[config.mk]
export PLATFORM = sky130hd
export DESIGN_NAME = ctm_timer
export DESIGN_NICKNAME = d
export VERILOG_FILES = /design/src/ctm_pkg.sv /design/src/ctm_timer.sv
export SDC_FILE = /design/constraint.sdc
export NUM_CORES = 1
export LEC_CHECK = 0
export ABC_CLOCK_PERIOD_IN_PS = 6240
export BUFFER_PORTS_ARGS = -buffer_cell sky130_fd_sc_hd__buf_2
export CORE_MARGIN = 1
export CORE_UTILIZATION = 55
export CTS_BUF_LIST = sky130_fd_sc_hd__clkbuf_16
export CTS_CLUSTER_DIAMETER = 40
export CTS_CLUSTER_SIZE = 25
export DETAILED_ROUTE_END_ITERATION = 12
export PLACE_DENSITY_LB_ADDON = 0.05
export SLEW_MARGIN = 10
export SYNTH_ARGS = -nofsm -noshare
export SYNTH_HDL_FRONTEND = slang
export SYNTH_SLANG_ARGS = --single-unit
[constraint.sdc]
create_clock -name SYS_CLK -period 6.24 [get_ports SYS_CLK]
set_input_delay 1.248 -clock SYS_CLK [delete_from_list [all_inputs] [get_ports SYS_CLK]]
set_output_delay 1.248 -clock SYS_CLK [all_outputs]
set_load 0.1 [all_outputs]
[src/ctm_pkg.sv]
/*
 * package for the compact 10-bit timer: register indices, field positions,
 * reset values, mode codes and carrier structs.
 * assumes a byte-wide register port with one-cycle read latency.
 */
package ctm_pkg;
   // ----------------------------------------
   // register indices
   // ----------------------------------------
   localparam logic [2:0] CTRL0_IDX   = 3'h0;
   localparam logic [2:0] CTRL1_IDX   = 3'h1;
   localparam logic [2:0] CNT_LO_IDX  = 3'h2;
   localparam logic [2:0] CNT_HI_IDX  = 3'h3;
   localparam logic [2:0] CMPA_LO_IDX = 3'h4;
   localparam logic [2:0] CMPA_HI_IDX = 3'h5;
   localparam logic [2:0] FLAGS_IDX   = 3'h6;
   // ----------------------------------------
   // field positions
   // ----------------------------------------
   localparam int C0_PAUSE = 7;
   localparam int C0_ON    = 3;
   localparam int C1_OINIT = 3;
   localparam int C1_OINV  = 2;
   localparam int C1_SWAP  = 1;
   localparam int C1_CCLR  = 0;
   localparam int FL_A     = 0;
   localparam int FL_P     = 1;
   localparam int CNT_W    = 10;
   localparam int PER_W    = 3;
   localparam int PER_LSB  = 7;
   localparam logic [7:0]       REG_RST = 8'h00;
   localparam logic [CNT_W-1:0] CNT_MAX = 10'h3FF;
   localparam logic [CNT_W:0]   PER_UNIT = 11'h080;
   // ----------------------------------------
   // codes
   // ----------------------------------------
   typedef enum logic [1:0] {
      CTM_MODE_CMP = 2'h0,
      CTM_MODE_UND = 2'h1,
      CTM_MODE_PWM = 2'h2,
      CTM_MODE_TMR = 2'h3
   } ctm_mode_e;
   localparam logic [1:0] OF_NONE = 2'h0;
   localparam logic [1:0] OF_LOW  = 2'h1;
   localparam logic [1:0] OF_HIGH = 2'h2;
   localparam logic [1:0] OF_TOG  = 2'h3;
   // ----------------------------------------
   // carriers
   // ----------------------------------------
   typedef struct packed {
      logic [2:0] addr;
      logic [7:0] wdata;
      logic       wr;
      logic       rd;
   } ctm_bus_s;
   typedef struct packed {
      logic [7:0]       ctrl0;
      logic [7:0]       ctrl1;
      logic [CNT_W-1:0] cmpa;
      logic [CNT_W-1:0] cnt;
      logic             flag_a;
      logic             flag_p;
      logic             pin;
      logic             on_d;
      logic [7:0]       rdata;
   } ctm_state_s;
endpackage

[src/ctm_timer.sv]
/*
 * compact 10-bit timer with compare A and 3-bit period comparator,
 * compare-output, pwm and timer/counter modes.
 * assumes COUNT_TICK is a one-cycle pulse already in the SYS_CLK domain
 * (clock source selection lives outside) and a byte register port.
 */
// Strobed register access and the register offsets were decided locally.
`timescale 1ns/1ps
`default_nettype none
module ctm_timer (
   // clock and reset
   input  wire logic       SYS_CLK,
   input  wire logic       SYS_RST,
   // count enable from clock selector
   input  wire logic       COUNT_TICK,
   // register port
   input  wire logic [2:0] REG_ADDR,
   input  wire logic [7:0] REG_WDATA,
   input  wire logic       REG_WR,
   input  wire logic       REG_RD,
   output logic      [7:0] REG_RDATA,
   // events
   output logic            MATCH_A_PULSE,
   output logic            MATCH_P_PULSE,
   // output pin
   output logic            TP_OUT,
   output logic            TP_OE
);
   // ----------------------------------------
   // state
   // ----------------------------------------
   localparam int W = ctm_pkg::CNT_W;
   ctm_pkg::ctm_state_s st_reg;
   ctm_pkg::ctm_state_s st_next;
   ctm_pkg::ctm_bus_s   bus;
   ctm_pkg::ctm_mode_e  mode;
   logic [1:0]   ofunc;
   logic [2:0]   per_field;
   logic         on, pause, cclr, swap, oinit, oinv;
   logic         tick, cmp_a, cmp_p, ovf, clr, set_a, set_p;
   logic [W:0]   per_len, duty_len, cnt_x;
   logic         pwm_act, pwm_lvl;

   assign bus       = '{addr: REG_ADDR, wdata: REG_WDATA, wr: REG_WR, rd: REG_RD};
   assign mode      = ctm_pkg::ctm_mode_e'(st_reg.ctrl1[7:6]);
   assign ofunc     = st_reg.ctrl1[5:4];
   assign per_field = st_reg.ctrl0[2:0];
   assign on        = st_reg.ctrl0[ctm_pkg::C0_ON];
   assign pause     = st_reg.ctrl0[ctm_pkg::C0_PAUSE];
   assign cclr      = st_reg.ctrl1[ctm_pkg::C1_CCLR];
   assign swap      = st_reg.ctrl1[ctm_pkg::C1_SWAP];
   assign oinit     = st_reg.ctrl1[ctm_pkg::C1_OINIT];
   assign oinv      = st_reg.ctrl1[ctm_pkg::C1_OINV];

   // ----------------------------------------
   // comparators
   // ----------------------------------------
   // pause freezes count
   assign tick  = on & ~pause & COUNT_TICK;
   // period vs top three bits
   // low bits all ones too, else the match would last a whole 128-count block
   assign cmp_p = tick & (per_field != 3'h0)
                & (st_reg.cnt[W-1:ctm_pkg::PER_LSB] + 3'h1 == per_field)
                & (&st_reg.cnt[ctm_pkg::PER_LSB-1:0]);
   assign cmp_a = tick & (st_reg.cmpa != '0) & (st_reg.cnt + 10'h001 == st_reg.cmpa);
   assign ovf   = tick & (st_reg.cnt == ctm_pkg::CNT_MAX);
   // period length in counts, zero field means full 1024
   assign per_len = (per_field == 3'h0) ? 11'h400 : 11'(per_field * ctm_pkg::PER_UNIT);

   always_comb begin
      if (mode == ctm_pkg::CTM_MODE_PWM) begin
         if (!swap) begin
            clr   = cmp_p | ((per_field == 3'h0) & ovf);
            set_a = cmp_a;
            set_p = cmp_p | ((per_field == 3'h0) & ovf);
         end else begin
            clr   = cmp_a | ovf;
            set_a = cmp_a;
            set_p = cmp_p;
         end
      end else if (cclr) begin
         // clear on A, no P flag
         clr   = cmp_a | ovf;
         set_a = cmp_a;
         set_p = 1'b0;
      end else begin
         clr   = cmp_p | ((per_field == 3'h0) & ovf);
         set_a = cmp_a;
         set_p = cmp_p | ((per_field == 3'h0) & ovf);
      end
   end

   // ----------------------------------------
   // pwm waveform
   // ----------------------------------------
   assign cnt_x = {1'b0, st_reg.cnt};
   // field is period, A is duty
   // A is period, field is duty
   assign duty_len = swap ? per_len : {1'b0, st_reg.cmpa};
   // duty at or beyond period stays active
   assign pwm_act  = (cnt_x < duty_len);
   always_comb begin
      unique case (ofunc)
         2'h0:    pwm_lvl = ~oinit;
         2'h1:    pwm_lvl = oinit;
         2'h2:    pwm_lvl = pwm_act ? oinit : ~oinit;
         default: pwm_lvl = ~oinit;
      endcase
   end

   // ----------------------------------------
   // next state
   // ----------------------------------------
   always_comb begin
      st_next = st_reg;
      st_next.on_d  = on;
      st_next.rdata = ctm_pkg::REG_RST;
      // counter
      if (on & ~st_reg.on_d) begin
         st_next.cnt = '0;
      end else if (tick) begin
         st_next.cnt = clr ? '0 : st_reg.cnt + 10'h001;
      end
      if (set_a) st_next.flag_a = 1'b1;
      if (set_p) st_next.flag_p = 1'b1;
      // pwm pin first: a forced level must not be overridden by the on edge
      if (mode == ctm_pkg::CTM_MODE_PWM) begin
         st_next.pin = pwm_lvl;
      end else if (on & ~st_reg.on_d) begin
         st_next.pin = oinit;
      end else if (set_a && mode == ctm_pkg::CTM_MODE_CMP) begin
         unique case (ofunc)
            ctm_pkg::OF_NONE: st_next.pin = st_reg.pin;
            ctm_pkg::OF_LOW:  st_next.pin = 1'b0;
            ctm_pkg::OF_HIGH: st_next.pin = 1'b1;
            ctm_pkg::OF_TOG:  st_next.pin = ~st_reg.pin;
         endcase
      end
      // register writes; flags write-one-to-clear, set wins
      if (bus.wr) begin
         unique case (bus.addr)
            ctm_pkg::CTRL0_IDX:   st_next.ctrl0 = bus.wdata;
            ctm_pkg::CTRL1_IDX:   st_next.ctrl1 = bus.wdata;
            ctm_pkg::CMPA_LO_IDX: st_next.cmpa[7:0] = bus.wdata;
            ctm_pkg::CMPA_HI_IDX: st_next.cmpa[W-1:8] = bus.wdata[1:0];
            ctm_pkg::FLAGS_IDX: begin
               if (bus.wdata[ctm_pkg::FL_A] && !set_a) st_next.flag_a = 1'b0;
               if (bus.wdata[ctm_pkg::FL_P] && !set_p) st_next.flag_p = 1'b0;
            end
            default: ;
         endcase
      end
      // reads; unmapped reads zero
      if (bus.rd) begin
         unique case (bus.addr)
            ctm_pkg::CTRL0_IDX:   st_next.rdata = st_reg.ctrl0;
            ctm_pkg::CTRL1_IDX:   st_next.rdata = st_reg.ctrl1;
            ctm_pkg::CNT_LO_IDX:  st_next.rdata = st_reg.cnt[7:0];
            ctm_pkg::CNT_HI_IDX:  st_next.rdata = {6'h00, st_reg.cnt[W-1:8]};
            ctm_pkg::CMPA_LO_IDX: st_next.rdata = st_reg.cmpa[7:0];
            ctm_pkg::CMPA_HI_IDX: st_next.rdata = {6'h00, st_reg.cmpa[W-1:8]};
            ctm_pkg::FLAGS_IDX:   st_next.rdata = {6'h00, st_reg.flag_p, st_reg.flag_a};
            default:              st_next.rdata = ctm_pkg::REG_RST;
         endcase
      end
   end

   always_ff @(posedge SYS_CLK) begin
      if (SYS_RST) begin
         st_reg <= '0;
      end else begin
         st_reg <= st_next;
      end
   end

   // ----------------------------------------
   // outputs
   // ----------------------------------------
   assign REG_RDATA     = st_reg.rdata;
   assign MATCH_A_PULSE = set_a;
   assign MATCH_P_PULSE = set_p;
   assign TP_OE  = (mode == ctm_pkg::CTM_MODE_CMP) | (mode == ctm_pkg::CTM_MODE_PWM);
   assign TP_OUT = TP_OE & (st_reg.pin ^ oinv);
endmodule
`default_nettype wire

### After elaboration in Yosys (flattened, before gate mapping)

Cells that the tools add are included.

* bits in registers: 48
* bits of input ports: 16
* output and inout bits: 12
* logic and storage cells: 89

* $add $sub $neg: 2
* $lt $le $gt $ge: 1
* eq/ne operators: 14
* mux-type cells: 22
* bitwise operators: 20
* reductions and logical operators: 20

Operators by type and width (number)
* case mux 8 bit (7 select lines): 1
* two-way mux 11 bit: 2
* two-way mux 1 bit: 14
* bitwise AND 1 bit: 11
* < comparator 10 x 11 -> 1 bit: 1
* adder 10 x 1 -> 10 bit, second input constant: 1
* == test 10 bit: 1
* == test 10 bit, second input constant: 1
* two-way mux 10 bit: 1
* AND reduction 2 bit: 5
* nonzero test 10 bit: 1
* == test 3 bit, second input constant: 3
* AND reduction 7 bit: 1
* == test 2 bit, second input constant: 3
* == test 3 x 2 -> 1 bit, second input constant: 2
* zero test 3 bit: 2
* nonzero test 3 bit: 2
* inverter 1 bit: 5
* zero test 2 bit: 2
* two-way mux 2 bit: 2
* OR reduction 2 bit: 2
* adder 3 x 1 -> 3 bit, second input constant: 1
* == test 3 x 1 -> 1 bit, second input constant: 1
* == test 3 bit: 1
* 8 further kinds: 13

### Longest topological paths before layout

Gate-level depths: netlist of run 1.

* depth after elaboration: 14
* depth in mapped cells: 10
* mapped depth without buffers: 9

### Worst setup path after synthesis of run 1

OpenSTA, ideal clock, no wires.

* path kind: input -> output
* start: in COUNT_TICK
* end: out MATCH_P_PULSE
* data arrival time: 3.115 ns
* data required time: 4.992 ns
* slack: 1.877 ns
* cell stages on the path: 5
* path buffers: 0
* cell sequence: nand2_1 -> or2_2 -> nor2_1 -> nand2_1 -> nor2_1

* cells in the longest elaborated chain, start to end: 7
* elaborated cells on any way between the ends: 10
* those cells by class: mux (3); bitwise (7)

Ends and longest elaborated chain
* from (decl): line ctm_timer.sv:15 `input wire logic COUNT_TICK,`
* bitwise AND 1 bit *: line ctm_timer.sv:59 `assign tick = on & ~pause & COUNT_TICK;`
* bitwise AND 1 bit: line ctm_timer.sv:62 `assign cmp_p = tick & (per_field != 3'h0)`
* bitwise AND 1 bit: line ctm_timer.sv:63 `& (st_reg.cnt[W-1:ctm_pkg::PER_LSB] + 3'h1 == per_field)`
* bitwise AND 1 bit: line ctm_timer.sv:64 `& (&st_reg.cnt[ctm_pkg::PER_LSB-1:0]);`
* OR 1 bit: line ctm_timer.sv:75, ctm_timer.sv:89
* two-way mux 1 bit (on tied branches): line ctm_timer.sv:81, ctm_timer.sv:72
* two-way mux 1 bit *: line ctm_timer.sv:71 `if (mode == ctm_pkg::CTM_MODE_PWM) begin`
* to (decl): line ctm_timer.sv:24 `output logic MATCH_P_PULSE,`

Every way passes the cells marked *; elsewhere a longest branch is shown, timed or not.

### Final worst setup path of run 1

* start: in COUNT_TICK
* end: out MATCH_A_PULSE

* cells in the longest elaborated chain, start to end: 3

Ends and longest elaborated chain
* bitwise AND 1 bit: line ctm_timer.sv:59
* bitwise AND 1 bit (2 in a row): line ctm_timer.sv:65 `assign cmp_a = tick & (st_reg.cmpa != '0) & (st_reg.cnt + 10'h001 == st_reg.cmpa);`
* to (decl): line ctm_timer.sv:23 `output logic MATCH_A_PULSE,`

Every way passes these cells.

==> Flow_metrics.wiki, run 1 <==
{| class="wikitable"
! Metric !! Value
|-
| EDFF count, synth || 0
|-
| Detailed Routing Iterations Pass 1 || 4
|-
| #FFs+latches synth || 48
|-
| Antenna Violating Nets Remaining || 0
|-
| GR Util All Layers || 0.282
|-
| Synthesized net count || 436
|-
| Flip-flop cell with the highest count after synthesis || sky130_fd_sc_hd__dfxtp_1
|-
| Dominant cell by count in the synthesized netlist || sky130_fd_sc_hd__nand2_1
|-
| Power density cells || 215 nW/um^2
|-
| Final critical-path share of the clock period || 0.698
|-
| Met1 capacity usage during global routing || 0.368
|-
| Clock tree from TritonCTS || done
|-
| M2 GR Usage || 0.466
|-
| Combinational group share of total power || 0.082
|-
| Peak-usage layer in the global routing report || met2
|-
| Final Util || 0.610
|-
| Initial core utilization || 0.569
|-
| Final clock skew || 0.00735 ns
|-
| Post-layout power || 0.718 mW
|-
| Hold Violations, Final || 0
|-
| Total number of clock tree sinks || 48
|-
| Worst Hold Margin || 0.463 ns
|-
| Fraction of final layout cells sized beyond drive strength 1 || 0.101
|-
| Layout Nets || 437
|-
| Global route total overflow || 0
|-
| Number of buffers added by the clock tree synthesis step || 5
|-
| Antenna diode count || 0
|-
| Clk Latency, worst-skew pair || about 0.29 ns
|-
| Crit Path Class || input port to output pin
|-
| Number of I/O port buffers || 27
|-
| Sequential power share || 0.441
|-
| Postcts setup bufs || 0
|-
| Via count of the routed design || 2801
|-
| Detailed Route WL || a little under 8000 microns
|-
| Post-synthesis area per instance || about 7.7 sq um
|-
| Worst endpoint required time || 4.99 ns
|-
| Post-Synthesis Cell Area || 3120 sq um
|-
| WL per Instance || 16.3 microns
|-
| Cell area after placement || approximately 3200 sq um
|-
| Flip-flop count of the largest register, all copies and words added || 18
|-
| Half-perimeter wire length after detailed placement || 5850 microns
|-
| Final design area excluding fillers || 3340 sq um
|-
| P_int || approximately 0.56 mW
|-
| Hold/Removal Path Class || register to register
|-
| Cell row count || 27
|-
| Switching share of total power || 0.224
|-
| Data arrival at the endpoint of the critical path || approximately 3.1 ns
|-
| Clock network fraction of design power || 0.477
|-
| Die Footprint || 5970 sq um
|-
| Count of routing violations after the opening detailed-route iteration || 135
|-
| Die Span Y || 77.3 microns
|-
| Clock Path Buffers || 2
|-
| Number of global-route vias before repair || between 2000 and 3000
|-
| Antenna violations before repair || 0
|-
| CTS Hold Bufs || 0
|-
| Horizontal extent of the die || about 77 microns
|-
| Finish-stage setup viols || 0
|-
| CTS H-Tree Depth || 2
|-
| Largest net degree at the start of global routing || 36
|-
| Max-cap check violation count || 0
|-
| Cell type with the largest total area after synthesis || sky130_fd_sc_hd__dfxtp_1
|-
| Number of distinct library cells after synthesis || between 50 and 60
|-
| Yosys warning count || 0
|-
| Top fanout value on the critical path || 7
|-
| Worst slew margin || 0.527
|-
| CTS Root Cell || sky130_fd_sc_hd__clkbuf_16
|-
| Filler Cell Count || approximately 550
|-
| Met3 track demand over resource in global routing || 0.0369
|-
| Final estimated routing congestion in global placement || 0.850
|-
| Worst setup SP type || input port
|-
| Slew at the pin closest to its max-slew limit || 0.692 ns
|-
| First-pass GRT wire length || around 13000 microns
|-
| Total Negative Setup Slacks || 0 ns
|-
| Worst voltage drop across the vdd grid || 0.130 mV
|-
| Switching Power || 0.161 mW
|-
| # resized after CTS || 0
|-
| Top-level port count || 28
|-
| Status || finished, final reports clean
|-
| Layout area overhead || 7.15%
|-
| Fmax achieved || ~230 MHz
|-
| RSZ-0062 raised after global routing || false
|-
| DRC Markers || 0
|-
| Leakage power of the design || around 1.3 nW
|-
| Max-slew violation count || 0
|-
| Clk pin slew, worst setup/hold paths || 0.06 ns
|-
| Post-DR vias/cell || 5.86
|-
| Post-Syn Instances || 405
|-
| Final Critical Period || 4.36 ns
|-
| Ranking of synthesized cells by instance count || sky130_fd_sc_hd__nand2_1 (69), sky130_fd_sc_hd__dfxtp_1 (48), sky130_fd_sc_hd__nor2_1 (47)
|-
| Asr flop ratio synth || 0
|-
| Core Footprint || 5470 sq um
|-
| Post-synthesis sequential area ratio || 0.308
|-
| Leading cell types by total area after synthesis || sky130_fd_sc_hd__dfxtp_1 (31%), sky130_fd_sc_hd__nand2_1 (8.3%), sky130_fd_sc_hd__a21oi_1 (7.1%)
|-
| Endpoint kind of the worst setup timing path || output pin
|-
| Fraction of synthesized cell area taken by the top area cell type || 0.308
|}
## cell families after synthesis
kind of cell               after synthesis  share of synthesized area
and+or+nand+nor                        174                      0.261
muxes                                   16                     0.0526
AOI/OAI and AO/OA                       87                      0.179
DFF                                     48                      0.308
xor gates and xnor gates                22                     0.0667
adders and majority gates               15                     0.0602
buffers and inverters                   43                     0.0723
## cell type report
cell class | instances | area (sq um) | share of cell area
Clock inverter | 2 | 60.1 | 0.0180
Inverter | 10 | 37.5 | 0.0112
Tap cell | 72 | 90.1 | 0.0270
Timing Repair Buffer | 27 | 135 | 0.0405
Sequential cell | 48 | 961 | 0.288
Multi-Input combinational cell | 314 | 1930 | 0.578
Clock buffer | 5 | 125 | 0.0375
## per-stage QoR
stage,setup WS [ns],std cells
2_1_floorplan,1.88,405
3_3_place_gp,1.91,471
3_5_place_dp,1.88,471
4_1_cts,1.87,478
5_1_grt,1.75,478
6_report,1.88,478
## worst paths after layout
| kind | from | endpoint | slack, ns | depth (start not counted) |
|---|---|---|---|---|
| max | COUNT_TICK | MATCH_A_PULSE | 1.88 | 8 |
| min | st_reg[45]$_SDFFE_PP0P_ | st_reg[45]$_SDFFE_PP0P_ | 0.46 | 2 |
| max reg2reg | cnt_x[0]$_SDFFE_PP0P_ | cnt_x[3]$_SDFFE_PP0P_ | 3.25 | 7 |
| min reg2reg | st_reg[45]$_SDFFE_PP0P_ | st_reg[45]$_SDFFE_PP0P_ | 0.46 | 2 |
## routing by layer
layer,vias to the layer above,part of all wire
met5,-,0
met4,0,0.024
met3,17,0.032
met2,56,0.47
met1,1339,0.47
li1,1389,-
## power groups by stage
stage	Clock [mW]	Combinational (mW)	Sequential, mW
after floorplan	0	0.0430	0.321
after global placement	0	0.0576	0.324
after detailed placement	0	0.0577	0.324
after CTS	0.347	0.0583	0.317
after global routing	0.359	0.0648	0.317
final	0.343	0.0586	0.317
## critical path, stage by stage
cell,delay (ns)
sky130_fd_sc_hd__buf_2,0.07
sky130_fd_sc_hd__nand2_1,0.05
sky130_fd_sc_hd__or2_2,0.33
sky130_fd_sc_hd__nor3_1,0.19
sky130_fd_sc_hd__nand4_1,0.10
sky130_fd_sc_hd__or4_1,0.58
sky130_fd_sc_hd__inv_1,0.09
sky130_fd_sc_hd__buf_2,0.42
## layout by cell type, fill, tap and decap left out, types with 2 or more instances in the layout
master	Yosys	routed
sky130_fd_sc_hd__nand2_1	69	69
sky130_fd_sc_hd__dfxtp_1	48	48
sky130_fd_sc_hd__nor2_1	47	47
sky130_fd_sc_hd__a21oi_1	44	44
sky130_fd_sc_hd__buf_2	3	27
sky130_fd_sc_hd__ha_1	15	15
sky130_fd_sc_hd__mux2i_1	13	13
sky130_fd_sc_hd__xnor2_1	11	11
sky130_fd_sc_hd__inv_1	10	10
sky130_fd_sc_hd__xor2_1	10	10
sky130_fd_sc_hd__nand3_1	9	9
sky130_fd_sc_hd__nand2b_1	8	8
sky130_fd_sc_hd__nor2b_1	8	8
sky130_fd_sc_hd__and2_1	7	7
sky130_fd_sc_hd__a31oi_1	7	7
sky130_fd_sc_hd__o21ai_0	6	6
sky130_fd_sc_hd__nand4_1	5	5
sky130_fd_sc_hd__clkbuf_16	0	5
sky130_fd_sc_hd__nand3b_1	4	4
sky130_fd_sc_hd__nor3_1	4	4
sky130_fd_sc_hd__a22oi_1	4	4
sky130_fd_sc_hd__nor4_1	3	3
sky130_fd_sc_hd__a211oi_1	2	2
sky130_fd_sc_hd__a21o_1	2	2
sky130_fd_sc_hd__a221oi_1	2	2
sky130_fd_sc_hd__and3_1	2	2
sky130_fd_sc_hd__o211ai_1	2	2
sky130_fd_sc_hd__o21a_1	2	2
sky130_fd_sc_hd__o221ai_1	2	2
sky130_fd_sc_hd__mux2_2	2	2
sky130_fd_sc_hd__bufinv_16	0	2
Power figures use the tool's default switching activity.
==> run 2, diff against run 1 <==
--- a/config.mk
+++ b/config.mk
@@ -5,7 +5,7 @@
 export SDC_FILE = /design/constraint.sdc
 export NUM_CORES = 1
 export LEC_CHECK = 0
-export ABC_CLOCK_PERIOD_IN_PS = 6240
+export ABC_CLOCK_PERIOD_IN_PS = 4100
 export BUFFER_PORTS_ARGS = -buffer_cell sky130_fd_sc_hd__buf_2
 export CORE_MARGIN = 1
 export CORE_UTILIZATION = 55
==> constraint.sdc (replaced) <==
create_clock -name SYS_CLK -period 4.1 [get_ports SYS_CLK]
set_input_delay 0.82 -clock SYS_CLK [delete_from_list [all_inputs] [get_ports SYS_CLK]]
set_output_delay 0.82 -clock SYS_CLK [all_outputs]
set_load 0.1 [all_outputs]
==> Flow_metrics.wiki, run 2 (same netlist as run 1, synthesis figures left out) <==
{| class="wikitable"
! Metric !! Value
|-
| Max-cap check violation count || 0 (unchanged)
|-
| Data arrival at the endpoint of the critical path || 2.79 ns (-0.32 ns)
|-
| Number of I/O port buffers || 27 (unchanged)
|-
| WL per Instance || 16.8 microns (+3.0%)
|-
| Endpoint kind of the worst setup timing path || output pin
|-
| CTS Hold Bufs || 0 (unchanged)
|-
| Horizontal extent of the die || 77.3 microns (unchanged)
|-
| Total number of clock tree sinks || 48 (unchanged)
|-
| Fmax achieved || 277 MHz
|-
| Detailed Route WL || 8060 microns (+3.2%)
|-
| Clock network fraction of design power || 0.409 (-0.068)
|-
| # resized after CTS || 0 (unchanged)
|-
| Antenna Violating Nets Remaining || 0 (unchanged)
|-
| Post-placement cell count || 472 (+0.21%)
|-
| Worst setup SP type || register
|-
| Top fanout value on the critical path || 12 (+5)
|-
| Post-Layout Cell Count || 479 (+0.21%)
|-
| GR Util All Layers || 0.286 (+0.00441)
|-
| Worst endpoint required time || 3.28 ns (-1.71 ns)
|-
| Commonest cells after routing, fill and taps aside || sky130_fd_sc_hd__nand2_1 (69), sky130_fd_sc_hd__dfxtp_1 (48), sky130_fd_sc_hd__nor2_1 (47), sky130_fd_sc_hd__a21oi_1 (44), sky130_fd_sc_hd__buf_2 (27)
|-
| Slew at the pin closest to its max-slew limit || 0.765 ns (+0.0731 ns)
|-
| Number of buffers added by the clock tree synthesis step || 5 (unchanged)
|-
| Final critical-path share of the clock period || 0.881
|-
| Commonest non-fill, non-tap cell in the layout || sky130_fd_sc_hd__nand2_1
|-
| Clk pin slew, worst setup/hold paths || 0.06 ns (about the same)
|-
| Detailed Routing Iterations Pass 1 || 5 (+1)
|-
| Global route total overflow || 0 (unchanged)
|-
| Worst path slowest cell || sky130_fd_sc_hd__or4_1
|-
| Switching Power || 0.247 mW (+53%)
|-
| Clock Path Buffers || 2 (unchanged)
|-
| CP Launch Point || cnt_x[0]$_SDFFE_PP0P_
|-
| Initial core utilization || 0.569 (unchanged)
|-
| Count of routing violations after the opening detailed-route iteration || 176 (+30%)
|-
| Fraction of final layout cells sized beyond drive strength 1 || 0.103 (+0.00221)
|-
| Post-DR vias/cell || 5.86 (about the same)
|-
| Antenna violations before repair || 0 (unchanged)
|-
| Final estimated routing congestion in global placement || 0.912 (+7.3%)
|-
| CTS Root Cell || sky130_fd_sc_hd__clkbuf_16
|-
| Layout Nets || 438 (+0.23%)
|-
| Half-perimeter wire length after detailed placement || 6020 microns (+2.8%)
|-
| Final clock skew || 0.00236 ns (-0.00499 ns)
|-
| Leakage power of the design || 1.29 nW (-1.5%)
|-
| Via count of the routed design || 2806 (+0.18%)
|-
| Cell row count || 27 (unchanged)
|-
| Core Footprint || 5470 sq um (unchanged)
|-
| Status || finished, final reports clean
|-
| Power density cells || 294 nW/um^2 (+37%)
|-
| Worst slew margin || 0.477 (-0.0500)
|-
| Die Footprint || 5970 sq um (unchanged)
|-
| Layout area overhead || 5.86%
|-
| Switching share of total power || 0.254 (+0.0299)
|-
| Flip-flop count of the largest register, all copies and words added || 18 (unchanged)
|-
| Worst voltage drop across the vdd grid || 0.210 mV (+61%)
|-
| DRC Markers || 0 (unchanged)
|-
| RSZ-0062 raised after global routing || false
|-
| Cell family with the largest share of critical-path delay || simple AND/OR/NAND/NOR gates
|-
| Reg2Reg Launch Point || cnt_x[0]$_SDFFE_PP0P_
|-
| Hold Violations, Final || 0 (unchanged)
|-
| Combinational group share of total power || 0.094 (+0.012)
|-
| Crit Path Class || register to output pin
|-
| Number of global-route vias before repair || 2659 (-1.1%)
|-
| Delay of the slowest critical-path stage || 0.57 ns (about the same)
|-
| Total Negative Setup Slacks || 0 ns (unchanged)
|-
| Clock tree from TritonCTS || done
|-
| CTS H-Tree Depth || 2 (unchanged)
|-
| First-pass GRT wire length || 13300 microns (+0.95%)
|-
| Sequence of cells on the critical path || ha_1, nand3b_1, a221oi_1, a21oi_1, or4_1, inv_1, buf_2
|-
| Largest net degree at the start of global routing || 36 (unchanged)
|-
| P_int || 0.724 mW (+30%)
|-
| Final Critical Period || 3.61 ns
|-
| Clk Latency, worst-skew pair || 0.29 ns (about the same)
|-
| Die Span Y || 77.3 microns (unchanged)
|-
| Postcts setup bufs || 0 (unchanged)
|-
| Sequential power share || 0.498 (+0.057)
|-
| Critical path buffers and inverters || 2 (-1)
|-
| Antenna diode count || 0 (unchanged)
|-
| Startpoint of the worst hold path || st_reg[45]$_SDFFE_PP0P_
|-
| Finish-stage setup viols || 0 (unchanged)
|-
| Top-level port count || 28 (unchanged)
|-
| Max-slew violation count || 0 (unchanged)
|-
| Hold/Removal Path Class || register to register
|}
## run 2: power by group through the flow
stage	combinational, mW	clock [mW]	sequential [mW]
6_report	0.0909	0.396	0.483
4_1_cts	0.0905	0.406	0.482
2_1_floorplan	0.0655	0	0.488
3_3_place_gp	0.0891	0	0.493
3_5_place_dp	0.0903	0	0.493
5_1_grt	0.0997	0.421	0.483
## run 2: layout make-up
class                      instances  area (sq um)
clock buffer                       5           125
tap                               72          90.1
multi-input combinational        314          1930
inverter                          10          37.5
sequential                        48           961
timing repair buffer              28           143
fill                             544          2170
clock inverter                     2          12.5
## run 2: worst register-to-register path, delay by kind of cell, from the launching register on
kind / cells / cell delay (ns)
compound gates: 3 / 0.85
simple gates: 3 / 0.80
fa+ha+maj: 1 / 0.49
flops: 1 / 0.43
buf+inv: 1 / 0.20
## run 2: per-stage QoR
| step | hold slack (ns) | cell area (sq um) | utilization | power, mW | setup WS [ns] |
|---|---|---|---|---|---|
| after floorplan | 0.436 | 3120 | - | 0.554 | 0.417 |
| after global routing | 0.475 | 3300 | 0.603 | 1.00 | 0.263 |
| after detailed placement | 0.452 | 3160 | 0.578 | 0.583 | 0.745 |
| final | 0.460 | 3300 | 0.603 | 0.970 | 0.487 |
| after global placement | 0.446 | 3160 | 0.578 | 0.582 | 0.753 |
| after CTS | 0.462 | 3300 | 0.603 | 0.979 | 0.494 |
## run 2: routing by layer
layer	wire length (microns)	share of wire	global-route usage	vias up
li1	-	-	-	1395
met1	3560	0.44	0.369	1320
met2	3960	0.49	0.475	76
met3	386	0.048	0.0452	15
met4	165	0.020	0.109	0
met5	0	0	0	-
## run 2: path summary, 6_finish.rpt
kind / to / cells past startpoint / slack [ns]
worst max-delay path: MATCH_A_PULSE / 7 / 0.49
worst max register to register: cnt_x[9]$_SDFFE_PP0P_ / 8 / 1.20
worst min-delay path: st_reg[45]$_SDFFE_PP0P_ / 2 / 0.46
worst min register to register: st_reg[45]$_SDFFE_PP0P_ / 2 / 0.46
